$ cat src/inc/lhs_pkg.sv
package lhs_pkg;

	// ****************************************
	// register offsets
	// ****************************************
	localparam logic [7:0] ADDR_CH1_WIDTH_LOW  = 8'h28;
	localparam logic [7:0] ADDR_CH1_WIDTH_HIGH = 8'h29;
	localparam logic [7:0] ADDR_CH2_WIDTH_LOW  = 8'h2a;
	localparam logic [7:0] ADDR_CH2_WIDTH_HIGH = 8'h2b;
	localparam logic [7:0] ADDR_CH1_ON_TIME    = 8'h2c;
	localparam logic [7:0] ADDR_CH2_ON_TIME    = 8'h2d;
	localparam logic [7:0] ADDR_SOFT_RESET     = 8'h2e;

	// ****************************************
	// field layout, reset values and key codes
	// ****************************************
	localparam int         WIDTH_BITS       = 10;
	localparam int         ON_TIME_BITS     = 6;
	localparam int         WIDTH_HIGH_BITS  = 2;
	localparam logic [9:0] RST_DIM_WIDTH    = 10'h000;
	localparam logic [5:0] RST_ON_TIME      = 6'h07;
	localparam logic       RST_WDOG_ENABLE  = 1'b1;
	localparam logic [7:0] KEY_WDOG_OFF     = 8'hc3;
	localparam logic [7:0] KEY_WDOG_ON      = 8'hd4;
	localparam logic [7:0] READ_ZERO        = 8'h00;

	// fallback setpoints of both channels
	typedef struct packed {
		logic [9:0] fallback_ch1_dim_width;
		logic [9:0] fallback_ch2_dim_width;
		logic [5:0] fallback_ch1_on_time;
		logic [5:0] fallback_ch2_on_time;
	} lhs_setpoints_t;

	// commands to the channel-enable state machines
	typedef struct packed {
		logic force_load;
		logic force_detect;
	} lhs_chan_cmd_t;

	// command decode states, one-hot
	typedef enum logic [2:0] {
		CMD_IDLE   = 3'b001,
		CMD_OFF    = 3'b010,
		CMD_ON     = 3'b100
	} lhs_cmd_state_t;

endpackage

$ cat src/verilog/lhs_regs.sv
`timescale 1ns/1ns
module lhs_regs
	import lhs_pkg::*;
(
	// clock and power-on reset
	input  wire logic           core_clk,
	input  wire logic           srst,
	// register access from the serial control port
	input  wire logic           reg_wr,
	input  wire logic           reg_rd,
	input  wire logic [7:0]     reg_addr,
	input  wire logic [7:0]     reg_wdata,
	output logic      [7:0]     reg_rdata,
	output logic                reg_rvalid,
	// device context
	input  wire logic           stand_alone,
	input  wire logic           comm_watchdog_timeout_bits,
	input  wire logic           power_on_clear,
	// results
	output lhs_setpoints_t      setpoints,
	output logic                soft_reset_pulse,
	output logic                wdog_enable,
	output lhs_chan_cmd_t       chan_cmd,
	output logic                power_on_indicator_bit
);

	// ****************************************
	// command decode
	// ****************************************

	lhs_cmd_state_t cmd_state;
	lhs_cmd_state_t next_cmd_state;
	logic           cmd_wr;

	assign cmd_wr = reg_wr && (reg_addr == ADDR_SOFT_RESET);

	// classify a command write; other values stay idle
	always_comb
	begin
		next_cmd_state = CMD_IDLE;
		if (cmd_wr && reg_wdata == KEY_WDOG_OFF)
			next_cmd_state = CMD_OFF;
		else if (cmd_wr && reg_wdata == KEY_WDOG_ON)
			next_cmd_state = CMD_ON;
	end

	// soft reset pulse follows a key write by one cycle
	always_ff @(posedge core_clk)
	begin
		if (srst)
			cmd_state <= CMD_IDLE;
		else
			cmd_state <= next_cmd_state;
	end

	logic key_hit;
	assign key_hit = (next_cmd_state != CMD_IDLE);

	// ****************************************
	// writable setpoint registers
	// ****************************************

	// each byte lane written alone; key write restores defaults
	always_ff @(posedge core_clk)
	begin
		if (srst || key_hit)
		begin
			setpoints.fallback_ch1_dim_width <= RST_DIM_WIDTH;
			setpoints.fallback_ch2_dim_width <= RST_DIM_WIDTH;
			setpoints.fallback_ch1_on_time   <= RST_ON_TIME;
			setpoints.fallback_ch2_on_time   <= RST_ON_TIME;
		end
		else if (reg_wr)
		begin
			unique case (reg_addr)
				ADDR_CH1_WIDTH_LOW:
					setpoints.fallback_ch1_dim_width[7:0] <= reg_wdata;
				ADDR_CH1_WIDTH_HIGH:
					setpoints.fallback_ch1_dim_width[9:8] <= reg_wdata[1:0];
				ADDR_CH2_WIDTH_LOW:
					setpoints.fallback_ch2_dim_width[7:0] <= reg_wdata;
				ADDR_CH2_WIDTH_HIGH:
					setpoints.fallback_ch2_dim_width[9:8] <= reg_wdata[1:0];
				ADDR_CH1_ON_TIME:
					setpoints.fallback_ch1_on_time <= reg_wdata[5:0];
				ADDR_CH2_ON_TIME:
					setpoints.fallback_ch2_on_time <= reg_wdata[5:0];
				default:
					;
			endcase
		end
	end

	// ****************************************
	// watchdog enable and channel commands
	// ****************************************

	// watchdog follows the key used
	always_ff @(posedge core_clk)
	begin
		if (srst)
			wdog_enable <= RST_WDOG_ENABLE;
		else if (next_cmd_state == CMD_OFF)
			wdog_enable <= 1'b0;
		else if (next_cmd_state == CMD_ON)
			wdog_enable <= 1'b1;
	end

	// soft reset pulse is the registered command state itself
	assign soft_reset_pulse = (cmd_state != CMD_IDLE);

	// one-cycle pulses to the rest of the device
	always_ff @(posedge core_clk)
	begin
		if (srst)
		begin
			chan_cmd            <= '0;
		end
		else
		begin
			chan_cmd.force_load   <= stand_alone && next_cmd_state == CMD_OFF;
			chan_cmd.force_detect <= stand_alone && next_cmd_state == CMD_ON
				&& !comm_watchdog_timeout_bits;
		end
	end

	// ****************************************
	// power-on indicator
	// ****************************************

	// set only by power-on reset, cleared when status is read
	always_ff @(posedge core_clk)
	begin
		if (srst)
			power_on_indicator_bit <= 1'b1;
		else if (power_on_clear)
			power_on_indicator_bit <= 1'b0;
	end

	// ****************************************
	// read path
	// ****************************************

	// read data registered one cycle after the request
	always_ff @(posedge core_clk)
	begin
		if (srst)
		begin
			reg_rdata  <= READ_ZERO;
			reg_rvalid <= 1'b0;
		end
		else
		begin
			reg_rvalid <= reg_rd;
			if (reg_rd)
			begin
				unique case (reg_addr)
					ADDR_CH1_WIDTH_LOW:
						reg_rdata <= setpoints.fallback_ch1_dim_width[7:0];
					ADDR_CH1_WIDTH_HIGH:
						reg_rdata <= {6'h00, setpoints.fallback_ch1_dim_width[9:8]};
					ADDR_CH2_WIDTH_LOW:
						reg_rdata <= setpoints.fallback_ch2_dim_width[7:0];
					ADDR_CH2_WIDTH_HIGH:
						reg_rdata <= {6'h00, setpoints.fallback_ch2_dim_width[9:8]};
					ADDR_CH1_ON_TIME:
						reg_rdata <= {2'h0, setpoints.fallback_ch1_on_time};
					ADDR_CH2_ON_TIME:
						reg_rdata <= {2'h0, setpoints.fallback_ch2_on_time};
					default:
						reg_rdata <= READ_ZERO;
				endcase
			end
		end
	end
endmodule

$ cat config.mk
export PLATFORM = sky130hd
export DESIGN_NAME = lhs_regs
export DESIGN_NICKNAME = d
export VERILOG_FILES = /design/src/inc/lhs_pkg.sv /design/src/verilog/lhs_regs.sv
export SDC_FILE = /design/constraint.sdc
export NUM_CORES = 1
export LEC_CHECK = 0
export ABC_AREA = 1
export BUFFER_PORTS_ARGS = -buffer_cell sky130_fd_sc_hd__buf_2
export CORE_MARGIN = 2
export CORE_UTILIZATION = 54
export DETAILED_ROUTE_END_ITERATION = 12
export PLACE_DENSITY = 0.86
export SETUP_SLACK_MARGIN = 0.3
export SLEW_MARGIN = 20
export SYNTH_ARGS = -nofsm -noshare
export SYNTH_HDL_FRONTEND = slang
export SYNTH_SLANG_ARGS = --single-unit
$ cat constraint.sdc
create_clock -name core_clk -period 2.8 [get_ports core_clk]
set_input_delay 0.14 -clock core_clk [delete_from_list [all_inputs] [get_ports core_clk]]
set_output_delay 0.14 -clock core_clk [all_outputs]
set_load 0.01 [all_outputs]
---- Word level (Yosys, flattened, before mapping) ----
Cells that the tools add are included.
W data, S select, Z words.
storage, ports and cells
  register bits after elaboration ......... 48
  logic and storage cells ................. 46
  output and inout bits ................... 46
cells by class
  eq/ne operators ......................... 13
  reduce and logical (&&, ||, !) cells .... 15
  mux-type cells .......................... 5
operator list
  kind                  count
  $eq A8 B6 Y1 const B  7
  $pmux W8 S6           1
  $eq A8 B8 Y1 const B  2
  $reduce_and A2 Y1     6
  $logic_and A1 B1 Y1   6
  $mux W3               2
  $ne A3 B1 Y1 const B  2
  $eq A3 B2 Y1 const B  1
  $eq A3 B3 Y1 const B  1
  $mux W1               2
  $reduce_bool A2 Y1    1
  $logic_not A1 Y1      1
  $logic_or A1 B1 Y1    1

---- Longest topological paths before layout ----
Gate-level depths: netlist of the first run.
  depth after elaboration ................. 8
  depth in mapped cells ................... 11

---- Worst setup path after synthesis of the first run ----
OpenSTA, ideal clock, no wires.
  kind .................................... in2reg
  from .................................... input reg_wr
  to ...................................... register setpoints[21] in the netlist's numbering
  buffers on the path ..................... 2
  slack ................................... 1.604 ns
  stages on the path ...................... 9
  data arrival time ....................... 1.075 ns
  library setup time ...................... 0.122 ns
  data required time ...................... 2.678 ns
  cells stage by stage .................... buf_4 -> inv_2 -> nor3_1 -> nand2_1 -> nor2_2 -> nor2_4 -> inv_8 -> buf_6 -> a21oi_1
between the ends
  cells in the longest elaborated chain, start to end .. 6
  elaborated cells between the ends (all ways) .. 8
  classes of those cells .................. eq/ne: 1; mux: 2; reduce/logical: 5
ends and longest elaborated chain
  item                 line            RTL
  start: declaration   lhs_regs.sv:9   input wire logic reg_wr,
  $logic_and A1 B1 Y1  lhs_regs.sv:35  assign cmd_wr = reg_wr && (reg_addr == ADDR_SOFT_RESET);
  $logic_and A1 B1 Y1  lhs_regs.sv:43  else if (cmd_wr && reg_wdata == KEY_WDOG_ON)
  $mux W3              lhs_regs.sv:43
  $mux W3              lhs_regs.sv:41  if (cmd_wr && reg_wdata == KEY_WDOG_OFF)
  $ne A3 B1 Y1         lhs_regs.sv:57  assign key_hit = (next_cmd_state != CMD_IDLE);
  $logic_or A1 B1 Y1   lhs_regs.sv:66  if (srst || key_hit)
  end: declaration     lhs_regs.sv:20  output lhs_setpoints_t setpoints,
Several ways; a longest one is shown, not always the timed one.
A chain may end at the register's enable or synchronous reset.

---- Worst setup path in the final report of the first run ----
  from .................................... input reg_addr[4]
  to ...................................... register setpoints[18] in the netlist's numbering
between the ends
  cells in the longest elaborated chain, start to end .. 7
  elaborated cells between the ends (all ways) .. 10
  classes of those cells .................. eq/ne: 3; mux: 2; reduce/logical: 5
ends and longest elaborated chain
  item                 line            RTL
  start: declaration   lhs_regs.sv:11  input wire logic [7:0] reg_addr,
  $eq A8 B6 Y1         lhs_regs.sv:35
  $logic_and A1 B1 Y1  lhs_regs.sv:35
  $logic_and A1 B1 Y1  lhs_regs.sv:43
  $mux W3              lhs_regs.sv:43
  $mux W3              lhs_regs.sv:41
  $ne A3 B1 Y1         lhs_regs.sv:57
  $logic_or A1 B1 Y1   lhs_regs.sv:66
Several ways; a longest one is shown, not always the timed one.

==> results of run 1 <==
worst reg2reg max path, cell delays in order (launching register included):
cell and delay, ns:
dfxtp_1 0.32, or2_2 0.28, o21ai_0 0.15, inv_1 0.05
cell usage in the layout, fill, tap and decap left out, types with 2 or more instances in the layout:
master and count:
nand3_1 27, nor2_2 7, nand4_1 9, dfxtp_1 48
a21oi_1 34, nor3_1 4, buf_4 2, inv_1 19
nor2_1 11, o21ai_0 20, clkbuf_8 5, o211ai_1 3
buf_2 68, nand2_1 94, nor2_4 2
final cells by class:
class                   instances  area [µm²]
clock buffers                   6        72.6
repair buffers                 71         365
well taps                      48        60.1
flip-flops and latches         48         961
fillers                       361        1150
multi-input cells             216        1010
clock inverters                 1        5.00
inverters                      22        90.1
through the flow:
step | hold WS, ns | worst slack, ns
floorplan | 0.217 | 1.60
finish | 0.0259 | 1.37
CTS | 0.0287 | 1.38
global route | 0.0323 | 1.14
global placement | 0.305 | 1.14
detailed placement | 0.313 | 1.08
layer usage:
layer,wire length (µm),part of all wire [%],GRT usage [%],vias to the layer above
met2,2400,45,42.6,92
met3,462,8.7,6.76,9
met5,0,0,0,-
met4,63,1.2,7.65,0
met1,2380,45,32.8,1004
li1,-,-,-,1114
registers in the layout (all words and copies together) (netlist names):
register,cells
chan_cmd,2
reg_rdata,8
power_on_indicator_bit,1
reg_rvalid,1
wdog_enable,1
setpoints,32
cmd_state,3
how the worst max path moves through the flow:
| stage | startpoint | to | slack [ns] | depth (start not counted) |
|---|---|---|---|---|
| finish | reg_addr[4] | setpoints[18]$_SDFFE_PP0P_ | 1.37 | 10 |
| global route | reg_addr[4] | setpoints[13]$_SDFFE_PP0P_ | 1.14 | 9 |
| CTS | reg_addr[4] | setpoints[19]$_SDFFE_PP0P_ | 1.38 | 9 |
| detailed placement | reg_addr[4] | setpoints[19]$_SDFFE_PP0P_ | 1.08 | 10 |
| global placement | reg_addr[4] | setpoints[19]$_SDFFE_PP0P_ | 1.14 | 9 |
| floorplan | reg_wr | setpoints[21]$_SDFFE_PP0P_ | 1.60 | 9 |
power groups by stage:
| stage | clock network (µW) | registers, µW | logic (µW) |
|---|---|---|---|
| global placement | 0 | 703 | 77.9 |
| floorplan | 0 | 704 | 46.7 |
| CTS | 392 | 686 | 80.3 |
| detailed placement | 0 | 703 | 78.9 |
| global route | 426 | 687 | 90.1 |
| finish | 387 | 686 | 80.8 |
kinds of logic (layout without fill, tap and decap cells):
kind of cell | after synthesis | after routing | share of synthesized area [%]
flip-flops | 48 | 48 | 45.1
AO/OA/AOI/OAI | 58 | 58 | 14.1
AND/OR/NAND/NOR | 158 | 158 | 33.1
buffers and inverters | 33 | 100 | 7.69
timing repair:
item | in CTS | in global routing
endpoints found under the hold margin | 1 | 0
hold buffers | 1 | 0
resized for setup | 0 | 0
==> impl_metrics.env, run 1 <==
export IMPL_status="finished clean"
export IMPL_drt_iter0_markers=134
export IMPL_top_level_ports=69
export IMPL_grt_usage_pct=25.8
export IMPL_overflow=0
export IMPL_drive_gt1_share_pct=25.3
export IMPL_p_leak_uw=0.00117
export IMPL_cts_clk_slew_worst_paths_ns=0.08
export IMPL_min_path_type="input pin to register"
export IMPL_ir_worst_vdd_uv=261
export IMPL_dpl_cell_count=404
export IMPL_p_clk_share_pct=33.5
export IMPL_hold_viol=0
export IMPL_syn_inst=297
export IMPL_rows=22
export IMPL_path_cells="buf_2 -> inv_1 -> nand2_1 -> nor2_2 -> buf_4 -> nand2_1 -> inv_1 -> nand2_1 -> nand2_1 -> a21oi_1"
export IMPL_cp_slowest_stage_delay_ns=0.38
export IMPL_crit_slowest_cell="nor2_2"
export IMPL_synth_warnings=0
export IMPL_hold_path_depth=2
export IMPL_swShare_pct=23.8
export IMPL_grt_pass1_wl_mm=8.63
export IMPL_critPathKind="input pin to register"
export IMPL_r2r_end="wdog_enable$_SDFFE_PP1P_"
export IMPL_dr_pass1_iters=6
export IMPL_vias=2219
export IMPL_min_delay_start="power_on_clear"
export IMPL_rsz0062_at_grt="no"
export IMPL_syn_area_mm2=0.00213
export IMPL_coreArea_mm2=0.00372
export IMPL_cts_root_buf="clkbuf_8"
export IMPL_wl_mm=5.32
export IMPL_synth_most_common_cell="nand2_1"
export IMPL_arrival_ns=1.63
export IMPL_cts_tree="yes"
export IMPL_hpwlAfterDp_mm=3.96
export IMPL_async_flop_share_pct=0
export IMPL_stdcell_count=412
export IMPL_yosysTopAreaCell="dfxtp_1"
export IMPL_dpl_instance_area_mm2=0.00248
export IMPL_first_global_vias=1899
export IMPL_avgViaCountPerCell=5.39
export IMPL_synth_top_area_share_pct=45.1
export IMPL_p_comb_share_pct=7.0
export IMPL_tns_ns=0
export IMPL_portBuffers=68
export IMPL_area_growth_pct=20.2
export IMPL_ys_ff_latch=48
export IMPL_period_minus_slack_ns=1.43
export IMPL_synth_net_count=320
export IMPL_p_sw_uw=275
export IMPL_fmax_ghz=0.698
export IMPL_clock_latency_ns=0.30
export IMPL_antenna_found_initial=0
export IMPL_crit_buf_inv=4
export IMPL_grt_max_degree=28
export IMPL_synth_edf_count=0
export IMPL_r2r_cells=3
export IMPL_fin_crit_sh_pct=51.1
export IMPL_fin_worst_skew_ns=0.00635
export IMPL_critPathMaxFanout=13
export IMPL_rr_startpoint="wdog_enable$_SDFFE_PP1P_"
export IMPL_p_total_uw=1150
export IMPL_synth_yosys_seq_area_share_pct=45.1
export IMPL_clock_sinks=48
export IMPL_hold_end="power_on_indicator_bit$_SDFFE_PP1P_"
export IMPL_slew_headroom_pct=69.3
export IMPL_synth_main_ff_cell="dfxtp_1"
export IMPL_htree_levels=2
export IMPL_die_y_um=66.8
export IMPL_avgSynthCellArea_um2=7.18
export IMPL_critPathLaunchType="input pin"
export IMPL_worst_slew_pin_slew_ns=0.460
export IMPL_initial_utilization_pct=57.4
export IMPL_cts_buffers=5
export IMPL_r2r_slack_ns=1.90
export IMPL_yosys_top_cells_area="dfxtp_1, nand2_1, a21oi_1"
export IMPL_gp_congestion=0.925
export IMPL_fin_util_pct=69.0
export IMPL_die_x_um=66.8
export IMPL_maxCapViolations=0
export IMPL_ys_types=24
export IMPL_maxSlewViolCount=0
export IMPL_worstPathRequired_ns=3.00
export IMPL_p_int_uw=879
export IMPL_wl_per_cell_um=12.9
export IMPL_dieArea_mm2=0.00447
export IMPL_diodes=0
export IMPL_ant_nets=0
export IMPL_drc=0
export IMPL_finalInstanceArea_mm2=0.00256
export IMPL_synthTopCellsByCount="nand2_1, dfxtp_1, a21oi_1"
export IMPL_crit_family="simple AND/OR/NAND/NOR gates"
export IMPL_crit_top_cell="nand2_1"
export IMPL_cts_buffer_depth=2
export IMPL_cts_setup_buffers=0
export IMPL_finalNetCount=387
export IMPL_endpoint_kind="register"
export IMPL_p_seq_share_pct=59.5
export IMPL_p_per_area_mw_per_mm2=450
export IMPL_setup_violations=0
Note: power is estimated with default switching activity, not from simulation.
==> inputs of run 2 (changes only) <==
CORE_UTILIZATION = 50   (was 54)
PLACE_DENSITY = 0.81   (was 0.86)
clock period = 1.4 ns   (was 2.8 ns; I/O delays follow)
==> impl_metrics.env, run 2 (synthesized netlist as in run 1, its figures left out) <==
export IMPL_status="finished clean"
export IMPL_gp_congestion=0.936
export IMPL_multi_input_area_mm2=0.00104
export IMPL_critPathKind="register to primary output"
export IMPL_overflow=0
export IMPL_dieArea_mm2=0.00480
export IMPL_tns_ns=0
export IMPL_ir_worst_vdd_uv=525
export IMPL_worstPathRequired_ns=1.33
export IMPL_drc=0
export IMPL_slew_headroom_pct=78.5
export IMPL_first_global_vias=2077
export IMPL_fmax_ghz=0.849
export IMPL_cts_clk_slew_worst_paths_ns=0.08
export IMPL_min_delay_start="stand_alone"
export IMPL_clock_sinks=48
export IMPL_cts_root_buf="clkbuf_8"
export IMPL_initial_utilization_pct=52.5
export IMPL_dr_pass1_iters=5
export IMPL_crit_start="cmd_state[1]$_SDFF_PP0_"
export IMPL_endpoint_kind="primary output"
export IMPL_fill_cells=362
export IMPL_cts_buffers=5
export IMPL_drt_iter0_markers=140
export IMPL_wl_mm=5.66
export IMPL_hold_path_depth=3
export IMPL_die_y_um=69.3
export IMPL_drive_gt1_share_pct=29.4
export IMPL_ant_nets=0
export IMPL_arrival_ns=1.11
export IMPL_period_minus_slack_ns=1.18
export IMPL_hold_viol=0
export IMPL_worst_slew_pin_slew_ns=0.322
export IMPL_grt_pass1_wl_mm=9.47
export IMPL_die_x_um=69.3
export IMPL_diodes=0
export IMPL_setup_violations=0
export IMPL_grt_usage_pct=24.2
export IMPL_critPathLaunchType="register"
export IMPL_p_per_area_mw_per_mm2=884
export IMPL_portBuffers=68
export IMPL_wl_met2_mm=2.59
export IMPL_grt_max_degree=28
export IMPL_rsz0062_at_grt="yes"
export IMPL_layout_common_cells="nand2_1, buf_2, dfxtp_1"
export IMPL_rows=23
export IMPL_avgViaCountPerCell=5.26
export IMPL_largest_reg_flops=32
export IMPL_critPathMaxFanout=1
export IMPL_htree_levels=2
export IMPL_routed_top_layer="met4"
export IMPL_finalNetCount=400
export IMPL_maxCapViolations=0
export IMPL_coreArea_mm2=0.00406
export IMPL_layout_area_seq_um2=961
export IMPL_wl_met1_mm=2.54
export IMPL_final_common_cell="nand2_1"
export IMPL_clock_latency_ns=0.30
export IMPL_wl_per_cell_um=13.3
export IMPL_cts_buffer_depth=2
export IMPL_fin_worst_skew_ns=0.00552
export IMPL_top_level_ports=69
export IMPL_wl_met3_um=419
export IMPL_top_register="setpoints"
export IMPL_hpwlAfterDp_mm=4.22
export IMPL_cts_tree="yes"
export IMPL_vias=2245
export IMPL_p_total_uw=2410
export IMPL_min_path_type="input pin to register"
export IMPL_fin_crit_sh_pct=84.1
export IMPL_reg_top3="setpoints x32, reg_rdata x8, cmd_state x3"
export IMPL_rr_startpoint="wdog_enable$_SDFFE_PP1P_"
export IMPL_area_growth_pct=27.6
export IMPL_p_leak_uw=0.00124
export IMPL_r2r_cells=3
export IMPL_antenna_found_initial=0
export IMPL_maxSlewViolCount=0
run 2: cell count changes in the layout (fill, tap and decap cells not counted), sizes merged:
cell	change
clkinv	+1
inv	-1
buf	+12
dlygate4sd3	+1
run 2: per-stage QoR:
stage | hold slack [ns] | std cells | setup slack (ns) | util [%] | instance area [µm²]
floorplan | 0.147 | 297 | 0.308 | - | 2140
global placement | 0.234 | 417 | 0.0562 | 63.2 | 2570
detailed placement | 0.234 | 417 | 0.0379 | 63.2 | 2570
CTS | 0.00589 | 426 | 0.212 | 66.2 | 2690
global route | 0.0200 | 427 | 0.197 | 67.1 | 2720
finish | 0.0110 | 427 | 0.222 | 67.1 | 2720
run 2: critical path, stage by stage (launching register included):
cell	delay, ns
dfxtp_1	0.30
or3b_4	0.38
buf_6	0.13
run 2: what timing repair did:
| action | CTS | global route |
|---|---|---|
| gates resized for setup | 2 | 8 |
| endpoints found under the hold margin | 2 | 0 |
| pin swaps | 0 | 2 |
| endpoints found under the setup margin | 1 | 34 |
| setup buffers | 0 | 1 |
| hold buffers | 2 | 0 |
| gates cloned | 0 | 0 |
run 2: area by class of cell:
type	count	area share, %
clock inverters	1	0.322
flip-flops and latches	48	35.3
well taps	50	2.30
inverters	22	3.49
multi-input cells	216	38.2
clock buffers	6	3.03
repair buffers	84	17.3
run 2: where the power goes:
part / internal (µW) / total (µW) / switching, µW / leakage, µW
Clock: 394 / 840 / 446 / 0.0000473
Sequential: 1370 / 1370 / 2.56 / 0.000388
Combinational: 69.1 / 193 / 124 / 0.000805
Total: 1830 / 2410 / 573 / 0.00124
run 2: final timing paths:
check                                    to  slack [ns]
hold / removal       chan_cmd[0]$_SDFF_PP0_        0.01
setup reg to reg   wdog_enable$_SDFFE_PP1P_        0.50
hold reg to reg   reg_rdata[5]$_SDFFE_PP0P_        0.47
setup / recovery           soft_reset_pulse        0.22
run 2: layer usage:
| layer | vias up | GRT usage, % |
|---|---|---|
| li1 | 1138 | - |
| met1 | 998 | 32.5 |
| met2 | 96 | 38.6 |
| met3 | 13 | 4.51 |
| met4 | 0 | 9.37 |
| met5 | - | 0 |
==> inputs of run 3 (changes only) <==
clock period = 1.1 ns   (was 1.4 ns; I/O delays follow)
==> impl_metrics.env, run 3 <==
export IMPL_die_y_um=69.3
export IMPL_cts_buffers=5
export IMPL_yosysTopAreaCell="dfxtp_1"
export IMPL_dpl_instance_area_mm2=0.00286
export IMPL_top_level_ports=69
export IMPL_async_flop_share_pct=0
export IMPL_synth_top_area_share_pct=45.1
export IMPL_die_x_um=69.3
export IMPL_synth_edf_count=0
export IMPL_cts_setup_buffers=21
export IMPL_failing_step="4_1_cts"
export IMPL_clock_sinks=48
export IMPL_synth_yosys_seq_area_share_pct=45.1
export IMPL_ys_ff_latch=48
export IMPL_ys_types=24
export IMPL_status="did not finish"
export IMPL_cts_root_buf="clkbuf_8"
export IMPL_portBuffers=68
export IMPL_syn_inst=297
export IMPL_synthTopCellsByCount="nand2_1, dfxtp_1, a21oi_1"
export IMPL_avgSynthCellArea_um2=7.18
export IMPL_hpwlAfterDp_mm=4.53
export IMPL_rows=23
export IMPL_gp_congestion=0.866
export IMPL_syn_area_mm2=0.00213
export IMPL_yosys_top_cells_area="dfxtp_1, nand2_1, a21oi_1"
export IMPL_cts_buffer_depth=2
export IMPL_ctsHoldBuffers=2
export IMPL_firstError="[ERROR DPL-0038] Utilization greater than 100%, impossible to legalize"
export IMPL_pre_cts_ws_ns=-0.217
export IMPL_cts_repair_resized=253
export IMPL_synth_most_common_cell="nand2_1"
export IMPL_initial_utilization_pct=52.5
export IMPL_synth_warnings=0
export IMPL_htree_levels=2
export IMPL_synth_net_count=320
export IMPL_synth_main_ff_cell="dfxtp_1"
run 3: cell counts after synthesis:
Identical to the previous run, type by type.
run 3: cells by family after synthesis:
logic type / synth area share, %
simple gates: 33.1
flops: 45.1
compound gates: 14.1
buf+inv: 7.69
run 3: metrics by stage:
step / setup TNS, ns / instances / utilization, %
2_1_floorplan: 0 / 297 / -
3_3_place_gp: -7.31 / 437 / 70.4
3_5_place_dp: -7.32 / 437 / 70.4
==> inputs of run 4 (changes only) <==
CORE_UTILIZATION = 40   (was 50)
PLACE_DENSITY = default   (was 0.81)
PLACE_DENSITY_LB_ADDON = 0.15   (was default)
SETUP_SLACK_MARGIN = default   (was 0.3)
==> impl_metrics.env, run 4 (synthesized netlist as in run 1, its figures left out) <==
export IMPL_wl_per_cell_um=13.2
export IMPL_finalInstanceArea_mm2=0.00295
export IMPL_hpwlAfterDp_mm=4.59
export IMPL_first_global_vias=2123
export IMPL_grt_usage_pct=21.1
export IMPL_fmax_ghz=0.859
export IMPL_antenna_found_initial=0
export IMPL_period_minus_slack_ns=1.16
export IMPL_worstPathRequired_ns=1.04
export IMPL_dpl_cell_count=461
export IMPL_maxCapViolations=0
export IMPL_worst_slew_pin_slew_ns=0.338
export IMPL_cts_clk_slew_worst_paths_ns=0.09
export IMPL_setup_violations=1
export IMPL_rows=26
export IMPL_vias=2278
export IMPL_drt_iter0_markers=117
export IMPL_setup_slack_ns=-0.0644
export IMPL_hold_slack_ns=0.0747
export IMPL_critPathLaunchType="register"
export IMPL_critPathMaxFanout=1
export IMPL_fin_crit_sh_pct=106
export IMPL_diodes=0
export IMPL_avgViaCountPerCell=4.82
export IMPL_routed_top_layer="met4"
export IMPL_fin_worst_skew_ns=0.00411
export IMPL_drive_gt1_share_pct=32.8
export IMPL_top_register="setpoints"
export IMPL_maxSlewViolCount=0
export IMPL_cts_buffers=5
export IMPL_grt_pass1_wl_mm=10.0
export IMPL_pre_cts_ws_ns=-0.249
export IMPL_die_y_um=77.0
export IMPL_min_path_type="input pin to register"
export IMPL_critPathKind="register to primary output"
export IMPL_top_level_ports=69
export IMPL_die_x_um=77.0
export IMPL_ir_worst_vdd_uv=762
export IMPL_portBuffers=68
export IMPL_area_growth_pct=38.4
export IMPL_finalNetCount=425
export IMPL_ant_nets=0
export IMPL_drc=0
export IMPL_stdcell_count=473
export IMPL_dieArea_mm2=0.00593
export IMPL_cts_tree="yes"
export IMPL_p_per_area_mw_per_mm2=1050
export IMPL_reg_top3="setpoints x32, reg_rdata x8, cmd_state x3"
export IMPL_hold_viol=0
export IMPL_dpl_instance_area_mm2=0.00280
export IMPL_violations="negative setup slack"
export IMPL_clock_sinks=48
export IMPL_htree_levels=2
export IMPL_final_common_cell="nand2_1"
export IMPL_p_leak_uw=0.00137
export IMPL_cts_buffer_depth=2
export IMPL_endpoint_kind="primary output"
export IMPL_cts_root_buf="clkbuf_8"
export IMPL_rsz0062_at_grt="yes"
export IMPL_gp_congestion=0.849
export IMPL_grt_max_degree=28
export IMPL_wl_met1_mm=2.99
export IMPL_arrival_ns=1.11
export IMPL_slew_headroom_pct=77.4
export IMPL_coreArea_mm2=0.00514
export IMPL_wl_met3_um=403
export IMPL_wl_met2_mm=2.77
export IMPL_largest_reg_flops=32
export IMPL_wl_mm=6.23
export IMPL_clock_latency_ns=0.30
export IMPL_status="finished, violations left"
export IMPL_dr_pass1_iters=4
export IMPL_layout_common_cells="nand2_1, buf_2, dfxtp_1"
export IMPL_overflow=0
export IMPL_initial_utilization_pct=41.5
-- run 4: routing by layer --
layer / up-vias / track usage [%]
met1: 1018 / 29.4
met3: 7 / 4.12
li1: 1187 / -
met2: 66 / 33.5
met4: 0 / 5.89
met5: - / 0
-- run 4: per-stage QoR --
step                TNS (ns)  utilization, %  power, µW
global placement       -7.77            54.6       2070
floorplan                  0               -       1910
CTS                  -0.0730            57.0       3110
global route         -0.0883            57.4       3210
finish               -0.0644            57.4       3090
detailed placement     -8.98            54.6       2070
-- run 4: path summary, 6_finish.rpt --
check	startpoint	slack [ns]	cells past startpoint	endpoint
min reg2reg	power_on_indicator_bit$_SDFFE_PP1P_	0.46	2	power_on_indicator_bit$_SDFFE_PP1P_
min	reg_rd	0.07	3	reg_rdata[2]$_SDFFE_PP0P_
max reg2reg	setpoints[7]$_SDFFE_PP1P_	0.19	6	reg_rdata[1]$_SDFFE_PP0P_
max	cmd_state[2]$_SDFF_PP0_	-0.06	2	soft_reset_pulse
-- run 4: timing repair --
item                       4_1_cts  5_1_grt
buffers inserted                 0        1
hold buffers                     3        0
pin swaps                        1        1
resized for setup                2        3
setup endpoints to repair        1       21
hold endpoints to repair         3        0
-- run 4: final cells by class --
type,instances,area [µm²]
fillers,552,2190
multi-input cells,216,1020
flip-flops and latches,48,961
repair buffers,109,699
inverters,22,95.1
well taps,70,87.6
clock buffers,5,68.8
clock inverters,3,18.8
-- run 4: power breakdown --
| part | switching (µW) | internal, µW |
|---|---|---|
| clock | 601 | 444 |
| sequential | 3.45 | 1740 |
| combinational | 170 | 130 |
-- run 4: worst max-delay path, stage by stage (launching register included) --
cell and delay, ns:
dfxtp_1 0.31, or3b_4 0.38, buf_6 0.13
